==> config.mk <==
export PLATFORM = sky130hd
export DESIGN_NAME = ecf_channel
export DESIGN_NICKNAME = d
export VERILOG_FILES = /design/src/rtl/ecf_pkg.sv /design/src/rtl/ecf_edge_detect.sv /design/src/rtl/ecf_channel.sv
export VERILOG_INCLUDE_DIRS = /design/src /design/src/rtl
export SDC_FILE = /design/constraint.sdc
export NUM_CORES = 1
export LEC_CHECK = 0
export BUFFER_PORTS_ARGS = -buffer_cell sky130_fd_sc_hd__buf_2
export CORE_AREA = 4 4 133 135
export DETAILED_ROUTE_END_ITERATION = 6
export DIE_AREA = 0 0 137 139
export HOLD_SLACK_MARGIN = 0.08
export PLACE_DENSITY_LB_ADDON = 0.25
export SYNTH_ARGS = -nofsm -noshare
export SYNTH_HDL_FRONTEND = slang
export SYNTH_SLANG_ARGS = --single-unit
==> constraint.sdc <==
create_clock -name pclk -period 2.57 [get_ports pclk]
set_input_delay 0.514 -clock pclk [delete_from_list [all_inputs] [get_ports pclk]]
set_output_delay 0.514 -clock pclk [all_outputs]
set_load 0.02 [all_outputs]
==> src/rtl/ecf_cfg.svh <==
`ifndef ECF_CFG_SVH
`define ECF_CFG_SVH

// Register byte offsets
`define ECF_OFF_CTRL 12'h000
`define ECF_OFF_BUF 12'h004
`define ECF_OFF_STAT 12'h008
`define ECF_OFF_ISTAT 12'h00C
`define ECF_OFF_IMASK 12'h010

// Control field positions
`define ECF_CTRL_MODE_LSB 0
`define ECF_CTRL_MODE_MSB 2
`define ECF_CTRL_EPI_LSB 5
`define ECF_CTRL_EPI_MSB 6
`define ECF_CTRL_TSEL_BIT 7

// Status field positions
`define ECF_STAT_NE_BIT 0
`define ECF_STAT_OV_BIT 1
`define ECF_STAT_CNT_LSB 2
`define ECF_STAT_CNT_MSB 4

// Interrupt status and mask bits
`define ECF_IRQ_CAP_BIT 0
`define ECF_IRQ_OV_BIT 1

// Reset values
`define ECF_CTRL_RESET 8'h00
`define ECF_IMASK_RESET 2'h0

// Buffer geometry and prescaler counts
`define ECF_FIFO_DEPTH 4
`define ECF_DATA_WIDTH 16
`define ECF_PRESCALE_4 4'h3
`define ECF_PRESCALE_16 4'hF

`endif

==> src/rtl/ecf_pkg.sv <==
package ecf_pkg;

  // Capture mode field encodings
  typedef enum logic [2:0] {
    ECF_MODE_OFF = 3'h0,
    ECF_MODE_EVERY_EDGE = 3'h1,
    ECF_MODE_FALL = 3'h2,
    ECF_MODE_RISE = 3'h3,
    ECF_MODE_RISE_4 = 3'h4,
    ECF_MODE_RISE_16 = 3'h5,
    ECF_MODE_SPARE = 3'h6,
    ECF_MODE_IRQ_ONLY = 3'h7
  } ecf_mode_type;

  // Channel control register layout
  typedef struct packed {
    logic timebase_select;
    logic [1:0] events_per_interrupt;
    logic [1:0] spare;
    ecf_mode_type capture_mode_field;
  } ecf_ctrl_type;

  // Edges seen on the synchronised pin
  typedef struct packed {
    logic rise;
    logic fall;
  } ecf_edge_type;

endpackage

==> src/rtl/ecf_edge_detect.sv <==
`timescale 1ns/1ps
module ecf_edge_detect (
  input wire logic pclk, // System clock
  input wire logic presetn, // Async reset, active low
  input wire logic pin, // Raw pin from outside
  output ecf_pkg::ecf_edge_type edges // One-cycle edge pulses
);
  import ecf_pkg::*;

  logic sync_a;
  logic sync_b;
  logic last;

  // Two-stage synchroniser; only sync_b reads sync_a
  always_ff @(posedge pclk or negedge presetn) begin
    if (!presetn) begin
      sync_a <= 1'b0;
      sync_b <= 1'b0;
    end else begin
      sync_a <= pin;
      sync_b <= sync_a;
    end
  end

  // Previous level, compared against sync_b only
  always_ff @(posedge pclk or negedge presetn) begin
    if (!presetn) begin
      last <= 1'b0;
    end else begin
      last <= sync_b;
    end
  end

  // Registered pulses so consumers see clean strobes
  always_ff @(posedge pclk or negedge presetn) begin
    if (!presetn) begin
      edges <= '0;
    end else begin
      edges.rise <= sync_b & ~last;
      edges.fall <= ~sync_b & last;
    end
  end
endmodule

==> src/rtl/ecf_channel.sv <==
// Our own choices: the address map and register access over APB.
`timescale 1ns/1ps
`include "ecf_cfg.svh"
module ecf_channel #(
  parameter int DEPTH = `ECF_FIFO_DEPTH, // Buffer entries
  parameter int WIDTH = `ECF_DATA_WIDTH // Bits per entry
) (
  input wire logic pclk, // System clock
  input wire logic presetn, // Async reset, active low
  input wire logic psel, // APB select
  input wire logic penable, // APB access phase
  input wire logic pwrite, // APB direction
  input wire logic [11:0] paddr, // APB byte address
  input wire logic [31:0] pwdata, // APB write data
  output logic [31:0] prdata, // APB read data
  output logic pready, // APB ready
  output logic pslverr, // APB error, unmapped
  input wire logic capture_in, // Edge input pin
  input wire logic [WIDTH-1:0] first_timebase, // Timer A count
  input wire logic [WIDTH-1:0] second_timebase, // Timer B count
  output logic capture_buf_not_empty, // Buffer holds data
  output logic capture_overflow_flag, // Overflow seen
  output logic irq // Level interrupt
);
  import ecf_pkg::*;

  localparam int CW = $clog2(DEPTH + 1);

  ecf_ctrl_type capture_channel_control;
  ecf_edge_type edges;
  logic [WIDTH-1:0] fifo [DEPTH];
  logic [CW-1:0] count;
  logic [3:0] prescale;
  logic [1:0] epi_count;
  logic [1:0] irq_stat;
  logic [1:0] irq_mask;
  logic access;
  logic do_write;
  logic do_read;
  logic addr_ok;
  logic pop;
  logic event_hit;
  logic push;
  logic discard_ov;
  logic cap_irq;
  logic epi_wrap;
  logic [WIDTH-1:0] stamp;
  logic [CW-1:0] next_count;
  logic [1:0] next_irq_stat;
  logic [31:0] read_mux;
  ecf_mode_type mode;

  // Pin synchroniser and edge detector
  ecf_edge_detect u_edge (
    .pclk(pclk),
    .presetn(presetn),
    .pin(capture_in),
    .edges(edges)
  );

  assign mode = capture_channel_control.capture_mode_field;

  // One wait state: pready rises in the second access cycle
  assign access = psel & penable & ~pready;
  assign do_write = access & pwrite;
  assign do_read = access & ~pwrite;

  // Address decode over the five mapped words
  always_comb begin
    unique case (paddr)
      `ECF_OFF_CTRL,
      `ECF_OFF_BUF,
      `ECF_OFF_STAT,
      `ECF_OFF_ISTAT,
      `ECF_OFF_IMASK: addr_ok = 1'b1;
      default: addr_ok = 1'b0;
    endcase
  end

  // Popping the buffer on a read of its word
  assign pop = do_read & (paddr == `ECF_OFF_BUF) & (count != '0);

  // Selected time base, default is the second one
  assign stamp = capture_channel_control.timebase_select
    ? first_timebase : second_timebase;

  // Qualifying capture event per mode
  always_comb begin
    unique case (mode)
      ECF_MODE_EVERY_EDGE: event_hit = edges.rise | edges.fall;
      ECF_MODE_FALL: event_hit = edges.fall;
      ECF_MODE_RISE: event_hit = edges.rise;
      ECF_MODE_RISE_4: event_hit = edges.rise & (prescale == `ECF_PRESCALE_4);
      ECF_MODE_RISE_16: event_hit = edges.rise & (prescale == `ECF_PRESCALE_16);
      ECF_MODE_IRQ_ONLY: event_hit = edges.rise;
      default: event_hit = 1'b0;
    endcase
  end

  // Overflow only outside every-edge mode; the offender is dropped
  assign discard_ov = event_hit & (count == CW'(DEPTH)) & ~pop
    & (mode != ECF_MODE_EVERY_EDGE);

  // Interrupt-only mode raises no capture; overflow blocks captures
  assign push = event_hit & (mode != ECF_MODE_IRQ_ONLY)
    & ~capture_overflow_flag
    & ((count != CW'(DEPTH)) | pop);

  // Events-per-interrupt wrap, bypassed in every-edge mode
  assign epi_wrap =
    epi_count == capture_channel_control.events_per_interrupt;
  assign cap_irq = (mode == ECF_MODE_EVERY_EDGE)
    ? event_hit
    : (event_hit & ~capture_overflow_flag & epi_wrap);

  // Buffer occupancy after this cycle
  always_comb begin
    next_count = count;
    if (push && !pop) begin
      next_count = count + CW'(1);
    end else if (pop && !push) begin
      next_count = count - CW'(1);
    end
  end

  // Prescaler for every-4th and every-16th rising edge
  always_ff @(posedge pclk or negedge presetn) begin
    if (!presetn) begin
      prescale <= 4'h0;
    end else if (do_write && paddr == `ECF_OFF_CTRL) begin
      prescale <= 4'h0;
    end else if (edges.rise) begin
      if ((mode == ECF_MODE_RISE_4 && prescale == `ECF_PRESCALE_4)
          || mode != ECF_MODE_RISE_4 && mode != ECF_MODE_RISE_16) begin
        prescale <= 4'h0;
      end else begin
        prescale <= prescale + 4'h1;
      end
    end
  end

  // Event counter toward the next interrupt
  always_ff @(posedge pclk or negedge presetn) begin
    if (!presetn) begin
      epi_count <= 2'h0;
    end else if (do_write && paddr == `ECF_OFF_CTRL) begin
      epi_count <= 2'h0;
    end else if (event_hit && mode != ECF_MODE_EVERY_EDGE
                 && !capture_overflow_flag) begin
      epi_count <= epi_wrap ? 2'h0 : epi_count + 2'h1;
    end
  end

  // Control register, software writable
  always_ff @(posedge pclk or negedge presetn) begin
    if (!presetn) begin
      capture_channel_control <= ecf_ctrl_type'(`ECF_CTRL_RESET);
    end else if (do_write && paddr == `ECF_OFF_CTRL) begin
      capture_channel_control <= ecf_ctrl_type'(pwdata[7:0]);
    end
  end

  // Interrupt mask register
  always_ff @(posedge pclk or negedge presetn) begin
    if (!presetn) begin
      irq_mask <= `ECF_IMASK_RESET;
    end else if (do_write && paddr == `ECF_OFF_IMASK) begin
      irq_mask <= pwdata[1:0];
    end
  end

  // Buffer storage: shift on pop, write at first free slot
  always_ff @(posedge pclk or negedge presetn) begin
    if (!presetn) begin
      for (int i = 0; i < DEPTH; i++) begin
        fifo[i] <= '0;
      end
    end else begin
      for (int i = 0; i < DEPTH; i++) begin
        if (push && CW'(i) == (pop ? count - CW'(1) : count)) begin
          fifo[i] <= stamp;
        end else if (pop && i < DEPTH - 1) begin
          fifo[i] <= fifo[i+1];
        end
      end
    end
  end

  // Occupancy count
  always_ff @(posedge pclk or negedge presetn) begin
    if (!presetn) begin
      count <= '0;
    end else begin
      count <= next_count;
    end
  end

  // Not-empty flag follows the occupancy
  always_ff @(posedge pclk or negedge presetn) begin
    if (!presetn) begin
      capture_buf_not_empty <= 1'b0;
    end else begin
      capture_buf_not_empty <= next_count != '0;
    end
  end

  // Overflow holds until the buffer has been read out
  always_ff @(posedge pclk or negedge presetn) begin
    if (!presetn) begin
      capture_overflow_flag <= 1'b0;
    end else if (discard_ov) begin
      capture_overflow_flag <= 1'b1;
    end else if (next_count == '0) begin
      capture_overflow_flag <= 1'b0;
    end
  end

  // Sticky event bits; a new event beats a read-clear
  always_comb begin
    next_irq_stat = irq_stat;
    if (do_read && paddr == `ECF_OFF_ISTAT) begin
      next_irq_stat = 2'h0;
    end
    if (cap_irq) begin
      next_irq_stat[`ECF_IRQ_CAP_BIT] = 1'b1;
    end
    if (discard_ov) begin
      next_irq_stat[`ECF_IRQ_OV_BIT] = 1'b1;
    end
  end

  always_ff @(posedge pclk or negedge presetn) begin
    if (!presetn) begin
      irq_stat <= 2'h0;
    end else begin
      irq_stat <= next_irq_stat;
    end
  end

  // Interrupt level from the settled status
  always_ff @(posedge pclk or negedge presetn) begin
    if (!presetn) begin
      irq <= 1'b0;
    end else begin
      irq <= |(next_irq_stat & irq_mask);
    end
  end

  // Read data selection; empty buffer read yields stale head
  always_comb begin
    read_mux = 32'h0000_0000;
    unique case (paddr)
      `ECF_OFF_CTRL: read_mux[7:0] = capture_channel_control;
      `ECF_OFF_BUF: read_mux[WIDTH-1:0] = fifo[0];
      `ECF_OFF_STAT: begin
        read_mux[`ECF_STAT_NE_BIT] = capture_buf_not_empty;
        read_mux[`ECF_STAT_OV_BIT] = capture_overflow_flag;
        read_mux[`ECF_STAT_CNT_MSB:`ECF_STAT_CNT_LSB] = 3'(count);
      end
      `ECF_OFF_ISTAT: read_mux[1:0] = irq_stat;
      `ECF_OFF_IMASK: read_mux[1:0] = irq_mask;
      default: read_mux = 32'h0000_0000;
    endcase
  end

  // APB answer registers
  always_ff @(posedge pclk or negedge presetn) begin
    if (!presetn) begin
      pready <= 1'b0;
      pslverr <= 1'b0;
      prdata <= 32'h0000_0000;
    end else begin
      pready <= access;
      pslverr <= access & ~addr_ok;
      if (do_read) begin
        prdata <= read_mux;
      end
    end
  end
endmodule

======== After elaboration in Yosys (flattened, before gate mapping) ========
Index checks and enable logic that the tools add are counted.
word-level totals
  flip-flop bits (word level) ............. 111
  input port bits ......................... 82
  word-level logic and storage cells ...... 138
cells by class
  equality and inequality tests ........... 22
  muxes and demuxes ....................... 28
  reduce and logical (&&, ||, !) cells .... 31
  bitwise logic cells ..................... 29
  add/subtract/negate cells ............... 4
operators with widths
  kind                 number
  $mux 16              7
  $eq 12x4->1 const B  2
  $and 1x1->1          19
  $logic_and 1x1->1    13
  $eq 12x3->1 const B  1
  $eq 12x5->1 const B  1
  $eq 3x3->1 const B   4
  $logic_not 12->1     1
  $mux 4               3
  $ne 3x3->1 const B   4
  $reduce_bool 2->1    6
  $pmux 2 s5           1
  $mux 3               3
  $pmux 3 s3           1
  $mux 2               4
  $mux 8               1
  $not 1->1            7
  $eq 2x3->1 const A   2
  $eq 3x2->1 const B   2
  $logic_not 3->1      2
  $mux 1               6
  $pmux 3 s2           1
  $reduce_bool 3->1    2
  $pmux 1 s5           1
  16 further kinds     20

======== Logic depth before layout (Yosys ltp) ========
Gate-level depths: netlist (run 1).
  depth after elaboration ................. 14
  mapped depth ............................ 10

======== Hierarchy ========
Synthesis (run 1) repeated with hierarchy kept, for this count alone.
second synthesis, totals
  cells, all modules ...................... 512
  area, all modules ....................... 5749.3 um^2
by module, submodules not included
  module           area an instance (um^2)  cells an instance  times used  sequential area each (um^2)
  ecf_channel      5609.1                   505                1           2652.5
  ecf_edge_detect  140.1                    7                  1           125.1

======== Worst setup path before layout (run 1) ========
Ideal clock, no wire load.
  path type ............................... reg2reg
  start point ............................. register count[0]
  end point ............................... register fifo[54] (netlist bit)
  period minus slack after synthesis ...... 2.608 ns
  setup time .............................. 0.080 ns
  required time ........................... 2.490 ns
  cell stages (with the launch flop) ...... 11
  setup slack ............................. -0.038 ns
  buffers on the path ..................... 3
  arrival time ............................ 2.528 ns
  path through ............................ dfrtp_1 clkbuf_1 inv_1 ha_1 clkbuf_1 or3_1 a211oi_1 o21ai_1 nor2_2 buf_4 mux2i_1
between the ends
  cells in the longest elaborated chain, start to end .. 6
  elaborated cells between the ends (all ways) .. 11
  classes of those cells .................. 1 x add/sub; 1 x eq/ne; 2 x mux; 3 x bitwise; 4 x reduce/logical
ends and longest elaborated chain
  item                                                                 RTL line            source
  start: declaration                                                   ecf_channel.sv:32   logic [CW-1:0] count;
  start signal: assignment                                             ecf_channel.sv:194  count <= next_count;
  parallel branches: the longest is 6 deep, another holds $sub 3x1->3  --
  end signal: indexed assignment                                       ecf_channel.sv:181  fifo[i] <= stamp;
  end signal: indexed assignment                                       ecf_channel.sv:183  fifo[i] <= fifo[i+1];
  end: declaration                                                     ecf_channel.sv:31   logic [WIDTH-1:0] fifo [DEPTH];
Several ways; the timed one is not identified.
A chain may end at the register's enable or synchronous reset.

======== Worst setup path after layout (run 1) ========
  start point ............................. register prescale[1]
  end point ............................... register capture_buf_not_empty
between the ends
  cells in the longest elaborated chain, start to end .. 11
  elaborated cells between the ends (all ways) .. 14
  classes of those cells .................. 2 x eq/ne; 3 x mux; 5 x bitwise; 4 x reduce/logical
ends and longest elaborated chain
  item                                                              RTL line                              source
  start: declaration                                                ecf_channel.sv:33                     logic [3:0] prescale;
  start signal: assignment                                          ecf_channel.sv:137                    prescale <= prescale + 4'h1;
  $eq 4x4->1 (no source line) / $eq 4x2->1 (equally long branches)  --
  $and 1x1->1, on equally long branches                             ecf_channel.sv:94, ecf_channel.sv:93
  $pmux 1 s5 (*)                                                    ecf_channel.sv:89                     unique case (mode)
  $and 1x1->1 (*)                                                   ecf_channel.sv:105                    assign push = event_hit & (mode != ECF_MODE_IRQ_ONLY)
  $and 1x1->1 (*)                                                   ecf_channel.sv:106                    & ~capture_overflow_flag
  $and 1x1->1 (*)                                                   ecf_channel.sv:107                    & ((count != CW'(DEPTH)) | pop);
  $logic_not 1->1                                                   ecf_channel.sv:121                    end else if (pop && !push) begin
  $logic_and 1x1->1                                                 ecf_channel.sv:121
  $mux 3                                                            ecf_channel.sv:121
  $mux 3 (*)                                                        ecf_channel.sv:119                    if (push && !pop) begin
  net next_count[2]                                                 ecf_channel.sv:48                     logic [CW-1:0] next_count;
  $reduce_bool 3->1 (*)                                             ecf_channel.sv:203                    capture_buf_not_empty <= next_count != '0;
  end signal: assignment                                            ecf_channel.sv:201                    capture_buf_not_empty <= 1'b0;
  end signal: assignment                                            ecf_channel.sv:203
  end: declaration                                                  ecf_channel.sv:21                     output logic capture_buf_not_empty,
The timed path passes the listed nets; every way through them passes the cells marked *.

==> results of run 1 <==
[routing by layer]
layer / vias up / track usage, % / part of all wire, %
met2: 91 / 22.9 / 47
li1: 1926 / - / -
met4: 0 / 3.89 / 1.5
met1: 1952 / 19.3 / 46
met3: 10 / 3.96 / 5.4
met5: - / 0 / 0
[sequential cells by signal, summed over array words and instances (netlist names)]
name                     count
irq_mask                     2
capture_overflow_flag        1
u_edge.sync_b                1
capture_channel_control      5
capture_buf_not_empty        1
u_edge.edges                 2
epi_count                    2
fifo                        64
pready                       1
u_edge.last                  1
prescale                     4
pslverr                      1
count                        3
mode                         3
irq_stat                     2
prdata                      16
irq                          1
u_edge.sync_a                1
[cells by family after synthesis]
kind of cell    Yosys count  share of synthesized area (%)
buf+inv                  56                           5.21
flops                   111                           48.8
xor+xnor                  4                          0.616
compound gates           60                           7.41
mux                     146                           26.0
simple gates            108                           11.0
fa+ha+maj                 4                          0.880
other cells               1                         0.0659
[per-stage QoR]
stage                     hold slack (ns)  cells
after global placement              0.348    799
after floorplan                     0.218    505
after CTS                           0.187    815
final                               0.173    816
after detailed placement            0.340    799
after global routing                0.212    816
[final timing paths]
kind | start | to | slack [ns]
min in group pclk | capture_in | u_edge.sync_a$_DFF_PN0_ | 0.27
worst max register to register | prescale[1]$_DFFE_PN0P_ | capture_buf_not_empty$_DFF_PN0_ | 0.13
worst min-delay path | presetn | mode[2]$_DFFE_PN0P_ | 0.17
worst max-delay path | prescale[1]$_DFFE_PN0P_ | capture_buf_not_empty$_DFF_PN0_ | 0.13
max in group asynchronous | presetn | fifo[25]$_DFFE_PN0P_ | 1.68
worst min register to register | u_edge.sync_a$_DFF_PN0_ | u_edge.sync_b$_DFF_PN0_ | 0.36
[what timing repair did]
action	CTS	global route
setup endpoints to repair	0	67
setup buffers	0	1
hold endpoints to repair	0	0
gates resized for setup	0	11
[power breakdown]
group          leakage, nW  switching (mW)  internal [mW]
Clock                0.161           0.639          0.890
Sequential            1.41           0.305           2.21
Combinational         1.42           0.873          0.785
[cells in the final DEF (no fill, tap or decap), drive strengths merged, types with 2 or more instances in the layout]
cell type,count
a31oi,4
nand3b,2
nand2b,9
a22o,9
buf,112
nand2,18
and2,2
inv,21
a221oi,5
nor3b,2
conb,16
o21ai,9
o31ai,5
o22ai,2
mux2i,134
nor3,11
nor2,31
nand3,7
mux2,12
a22oi,2
a21oi,13
nor4,4
ha,4
nand4b,2
or2,2
bufinv,2
nand4,2
xnor2,2
xor2,2
clkbuf,11
and3,3
a21o,2
nor2b,8
dfrtp,111
[area by class of cell]
type,count,area [um^2]
clock buffers,11,243
clock inverters,5,86.3
fillers,1600,9560
inverters,19,71.3
multi-input cells,338,2740
flip-flops and latches,111,2780
well taps,220,275
repair buffers,112,711
==> impl_metrics.py, run 1 <==
metrics = {
    "synthesis": {
        "syn_inst": 490,
        "synth_top_area_share_pct": 48.8,
        "synth_warnings": 0,
        "synthTopCellsByCount": "mux2i_1 (134), dfrtp_1 (111), nor2_1 (29), inv_1 (19)",
        "synth-seq-area-share_pct": 48.8,
        "synth_area_leaders": "dfrtp_1 (49%), mux2i_1 (24%), buf_4 (2.4%)",
        "ys_ff_latch": 111,
        "synth_ff_type": "dfrtp_1",
        "synth_cell_types": 57,
        "ys_async_sr_fraction_pct": 100,
        "synth-edff-count": 0,
        "synth_area_um2": 5690,
        "syn_area_per_cell_um2": 11.6,
        "synth.most_common_cell": "mux2i_1",
        "synth_top_area_cell": "dfrtp_1",
    },
    "floorplanning": {
        "pin_count": 119,
        "die_h_um": 139,
        "fp.dieW_um": 137,
        "rows": 47,
        "start_util_pct": 34.6,
        "core_um2": 16500,
        "dieArea_um2": 19000,
    },
    "routing": {
        "drt_iter0_drc": 168,
        "drt_first_pass_iters": 4,
        "drc": 0,
        "vias_per_cell": 4.88,
        "routedWlPerCell_um": 16.1,
        "ant_nets": 0,
        "wl_um": 13100,
        "dr_total_vias": 3979,
    },
    "place": {
        "gp_congestion": 0.799,
        "hpwl_um": 9550,
        "postPlaceCellArea_um2": 6510,
        "place_ws_ns": -0.0640,
        "placement.io_buffers": 78,
    },
    "clocking": {
        "cts_tree": "done",
        "h-tree-depth": 3,
        "clk_latency_ns": 0.36,
        "cts.sinks": 111,
        "cts_inserted_buffers": 9,
        "cts-root-buf": "clkbuf_16",
        "path_clk_slew_ns": 0.07,
        "ctsHoldBuffers": 0,
        "clockBufferDepth": 2,
    },
    "final_layout": {
        "antenna_cells": 0,
        "design_area_um2": 6900,
        "post-route-util_pct": 41.9,
        "syn2layout_area_growth_pct": 21.4,
        "drive_gt1_share_pct": 27.3,
        "final_nets": 677,
    },
    "setup_path": {
        "path_class": "register to register",
        "worst_path_max_delay_cell": "or4b_1",
        "crit_buf_inv": 0,
        "required_ns": 2.81,
        "cp.depth": 8,
        "critPathLaunchType": "register",
        "crit_chain": "ha_4 -> or4b_1 -> o22ai_2 -> and2_4 -> o21ai_4 -> nor4b_4 -> o31ai_2 -> or2_2",
        "crit_arrival_ns": 2.68,
        "endpoint_kind": "register",
        "cp_max_fo": 8,
        "crit_family": "simple AND/OR/NAND/NOR gates",
        "crit_path_max_incr_delay_ns": 0.48,
        "rr_worst_depth": 8,
    },
    "sta": {
        "slew_headroom_pct": 27.5,
        "finalSetupTns_ns": 0,
        "rsz0062_at_grt": "no",
        "setup_ws_ns": 0.126,
        "report.final.hold_viol_count": 0,
        "max_freq_ghz": 0.409,
        "worst_clock_skew_ns": 0.00833,
        "tightest_slew_ns": 1.09,
        "fin_crit_sh_pct": 95.1,
        "setup_viol": 0,
        "drv_slew": 0,
        "fin_crit_ns": 2.44,
    },
    "power_and_ir_drop": {
        "peakVddDrop_mv": 0.378,
        "total_power_mw": 5.70,
        "powerDensity_nw_per_um2": 826,
        "leakagePower_nw": 2.99,
    },
    "grt": {
        "grt_util_all_layers_pct": 14.4,
        "grt_first_pass_wirelength_um": 21900,
        "grt_overflow_total": 0,
        "grt_pass1_vias": 4312,
        "grt_max_degree": 48,
        "antenna_found_initial": 0,
    },
    "outcome": {
        "status": "finished, final reports clean",
    },
    "run": {
        "drv_cap": 0,
    },
    "worst_hold_path": {
        "hold_path.class": "primary input to asynchronous set/reset pin",
    },
}
Power figures use the tool's default switching activity.
==> run 2: changes to the inputs <==
- PLACE_DENSITY_LB_ADDON: 0.25 -> 0.05
==> run 2 against run 1 <==
Against the previous run: sequential share of layout area increased by 0.077 points; total power down 2.9%; count of clock-buffer cells in the layout rose by 1; sequential cell count unchanged; global-route usage up 0.26 points; critical path type unchanged.
==> impl_metrics.py, run 2 (synthesized netlist as in run 1, its figures left out) <==
metrics = {
    "outcome": {
        "status": "finished, final reports clean",
    },
    "power_and_ir_drop": {
        "pwr-share-seq_pct": 45.1,
        "peakVddDrop_mv": 0.374,
        "clkPwrFrac_pct": 25.1,
        "share_comb_of_total_power_pct": 29.8,
        "p_switching_mw": 1.81,
        "p_int_mw": 3.72,
        "powerDensity_nw_per_um2": 804,
        "leakagePower_nw": 3.00,
        "switching_share_pct": 32.8,
    },
    "floorplanning": {
        "core_um2": 16500,
        "rows": 47,
        "fp.dieW_um": 137,
        "start_util_pct": 34.6,
        "pin_count": 119,
        "die_h_um": 139,
        "dieArea_um2": 19000,
    },
    "clocking": {
        "cts-root-buf": "clkbuf_16",
        "cts.sinks": 111,
        "path_clk_slew_ns": 0.08,
        "clk_latency_ns": 0.36,
        "cts_tree": "done",
        "h-tree-depth": 3,
        "clockBufferDepth": 2,
        "cts_inserted_buffers": 9,
    },
    "sta": {
        "setup_viol": 0,
        "holdWs_ns": 0.256,
        "rsz0062_at_grt": "no",
        "worst_clock_skew_ns": 0.0100,
        "max_freq_ghz": 0.400,
        "drv_slew": 0,
        "report.final.hold_viol_count": 0,
        "fin_crit_sh_pct": 97.2,
        "fin_crit_ns": 2.50,
        "setup_ws_ns": 0.0719,
    },
    "setup_path": {
        "reg2reg_to": "capture_buf_not_empty$_DFF_PN0_",
        "crit_buf_inv": 0,
        "critPathLaunchType": "register",
        "endpoint": "capture_buf_not_empty$_DFF_PN0_",
        "startpoint": "prescale[0]$_DFFE_PN0P_",
        "rr_worst_depth": 8,
        "crit_family": "simple AND/OR/NAND/NOR gates",
        "r2r_slack_ns": 0.07,
        "regToRegStartpoint": "prescale[0]$_DFFE_PN0P_",
        "required_ns": 2.81,
        "crit_chain": "ha_2 -> or4b_1 -> o22ai_2 -> and2_4 -> o21ai_4 -> nor4b_4 -> o31ai_2 -> or2_2",
        "worst_path_max_delay_cell": "or4b_1",
        "crit_path_max_incr_delay_ns": 0.47,
        "cp.depth": 8,
        "crit_arrival_ns": 2.74,
        "path_class": "register to register",
        "endpoint_kind": "register",
        "cp_max_fo": 8,
    },
    "routing": {
        "ant_nets": 0,
        "vias_per_cell": 4.89,
        "drt_first_pass_iters": 4,
        "dr_total_vias": 4011,
        "drc": 0,
        "routedWlPerCell_um": 16.4,
        "drt_iter0_drc": 88,
        "wl_um": 13500,
    },
    "grt": {
        "antenna_found_initial": 0,
        "grt_max_degree": 52,
        "grt_util_all_layers_pct": 14.6,
        "grt_pass1_vias": 4110,
        "grt_first_pass_wirelength_um": 22000,
        "grt_overflow_total": 0,
    },
    "final_layout": {
        "reg.largest.list": "fifo: 64 flops, prdata: 16 flops, capture_channel_control: 5 flops",
        "layout_commonest_cell": "mux2i_1",
        "largest_reg_flops": 64,
        "final_nets": 681,
        "top_register": "fifo",
        "syn2layout_area_growth_pct": 21.1,
        "drive_gt1_share_pct": 27.8,
        "num-fill-cells": 1607,
        "mostFrequentLayoutCells": "mux2i_1 (134), dfrtp_1 (111), buf_2 (77)",
        "fin_cells": 820,
        "antenna_cells": 0,
    },
    "run": {
        "drv_cap": 0,
    },
    "worst_hold_path": {
        "hold_path.class": "primary input to register",
        "min_from": "capture_in",
    },
    "place": {
        "place_ws_ns": -0.0424,
        "placement.io_buffers": 78,
        "hpwl_um": 9770,
        "placed_cells": 801,
        "gp_congestion": 0.832,
    },
}
## run 2: cell types whose count changed in the layout (fill, tap and decap cells not counted), moves of 2 or more
cell | before | now
buf_4 | 30 | 34
bufinv_16 | 2 | 0
clkbuf_8 | 1 | 3
clkinv_2 | 0 | 2
## run 2: per-layer routing
layer  GRT usage, %  up-vias  share of wire (%)
met4           5.04        0                1.6
met5              0        -                  0
met1           20.7     1962                 47
met3           2.98       13                5.1
li1               -     1939                  -
met2           22.3       97                 46
## run 2: worst reg2reg max path, delay by kind of cell (launching register included)
family                   cells  cell delay, ns
AO/OA/AOI/OAI                3            0.48
adder cells (fa/ha/maj)      1            0.22
flip-flops                   1            0.39
AND/OR/NAND/NOR              4            1.30
## run 2: what timing repair did
item | CTS | global route
endpoints found under the hold margin | 6 | 0
setup buffers | 0 | 2
hold buffers | 1 | 0
pin swaps | 0 | 2
endpoints found under the setup margin | 8 | 67
gates resized for setup | 3 | 7
## run 2: worst min path at each step
stage,slack (ns),end,cells past startpoint
6_report,0.26,u_edge.sync_a$_DFF_PN0_,1
3_5_place_dp,0.34,u_edge.sync_b$_DFF_PN0_,0
3_3_place_gp,0.34,u_edge.sync_b$_DFF_PN0_,0
2_1_floorplan,0.22,capture_buf_not_empty$_DFF_PN0_,0
4_1_cts,0.24,u_edge.sync_a$_DFF_PN0_,1
5_1_grt,0.25,u_edge.sync_a$_DFF_PN0_,1
## run 2: cell type report
class	count	area (um^2)	share of cell area (%)
Inverter	19	71.3	1.04
Timing Repair Buffer	116	731	10.6
Clock buffer	12	267	3.87
Sequential cell	111	2780	40.3
Clock inverter	4	27.5	0.400
Tap cell	220	275	4.00
Multi-Input combinational cell	338	2740	39.8
## run 2: stage by stage
| step | TNS [ns] | total power [mW] | cell area, um^2 | utilization [%] |
|---|---|---|---|---|
| 2_1_floorplan | 0 | 3.62 | 5750 | - |
| 5_1_grt | 0 | 5.91 | 6890 | 41.8 |
| 6_report | 0 | 5.53 | 6890 | 41.8 |
| 3_3_place_gp | 0 | 4.11 | 6520 | 39.6 |
| 4_1_cts | -0.00685 | 5.59 | 6840 | 41.5 |
| 3_5_place_dp | -0.629 | 4.16 | 6520 | 39.6 |
## run 2: power by group through the flow
| stage | sequential, mW | combinational, mW | clock (mW) |
|---|---|---|---|
| global route | 2.56 | 1.83 | 1.52 |
| floorplan | 2.46 | 1.16 | 0 |
| CTS | 2.51 | 1.65 | 1.44 |
| detailed placement | 2.53 | 1.63 | 0 |
| global placement | 2.52 | 1.58 | 0 |
| finish | 2.50 | 1.65 | 1.39 |
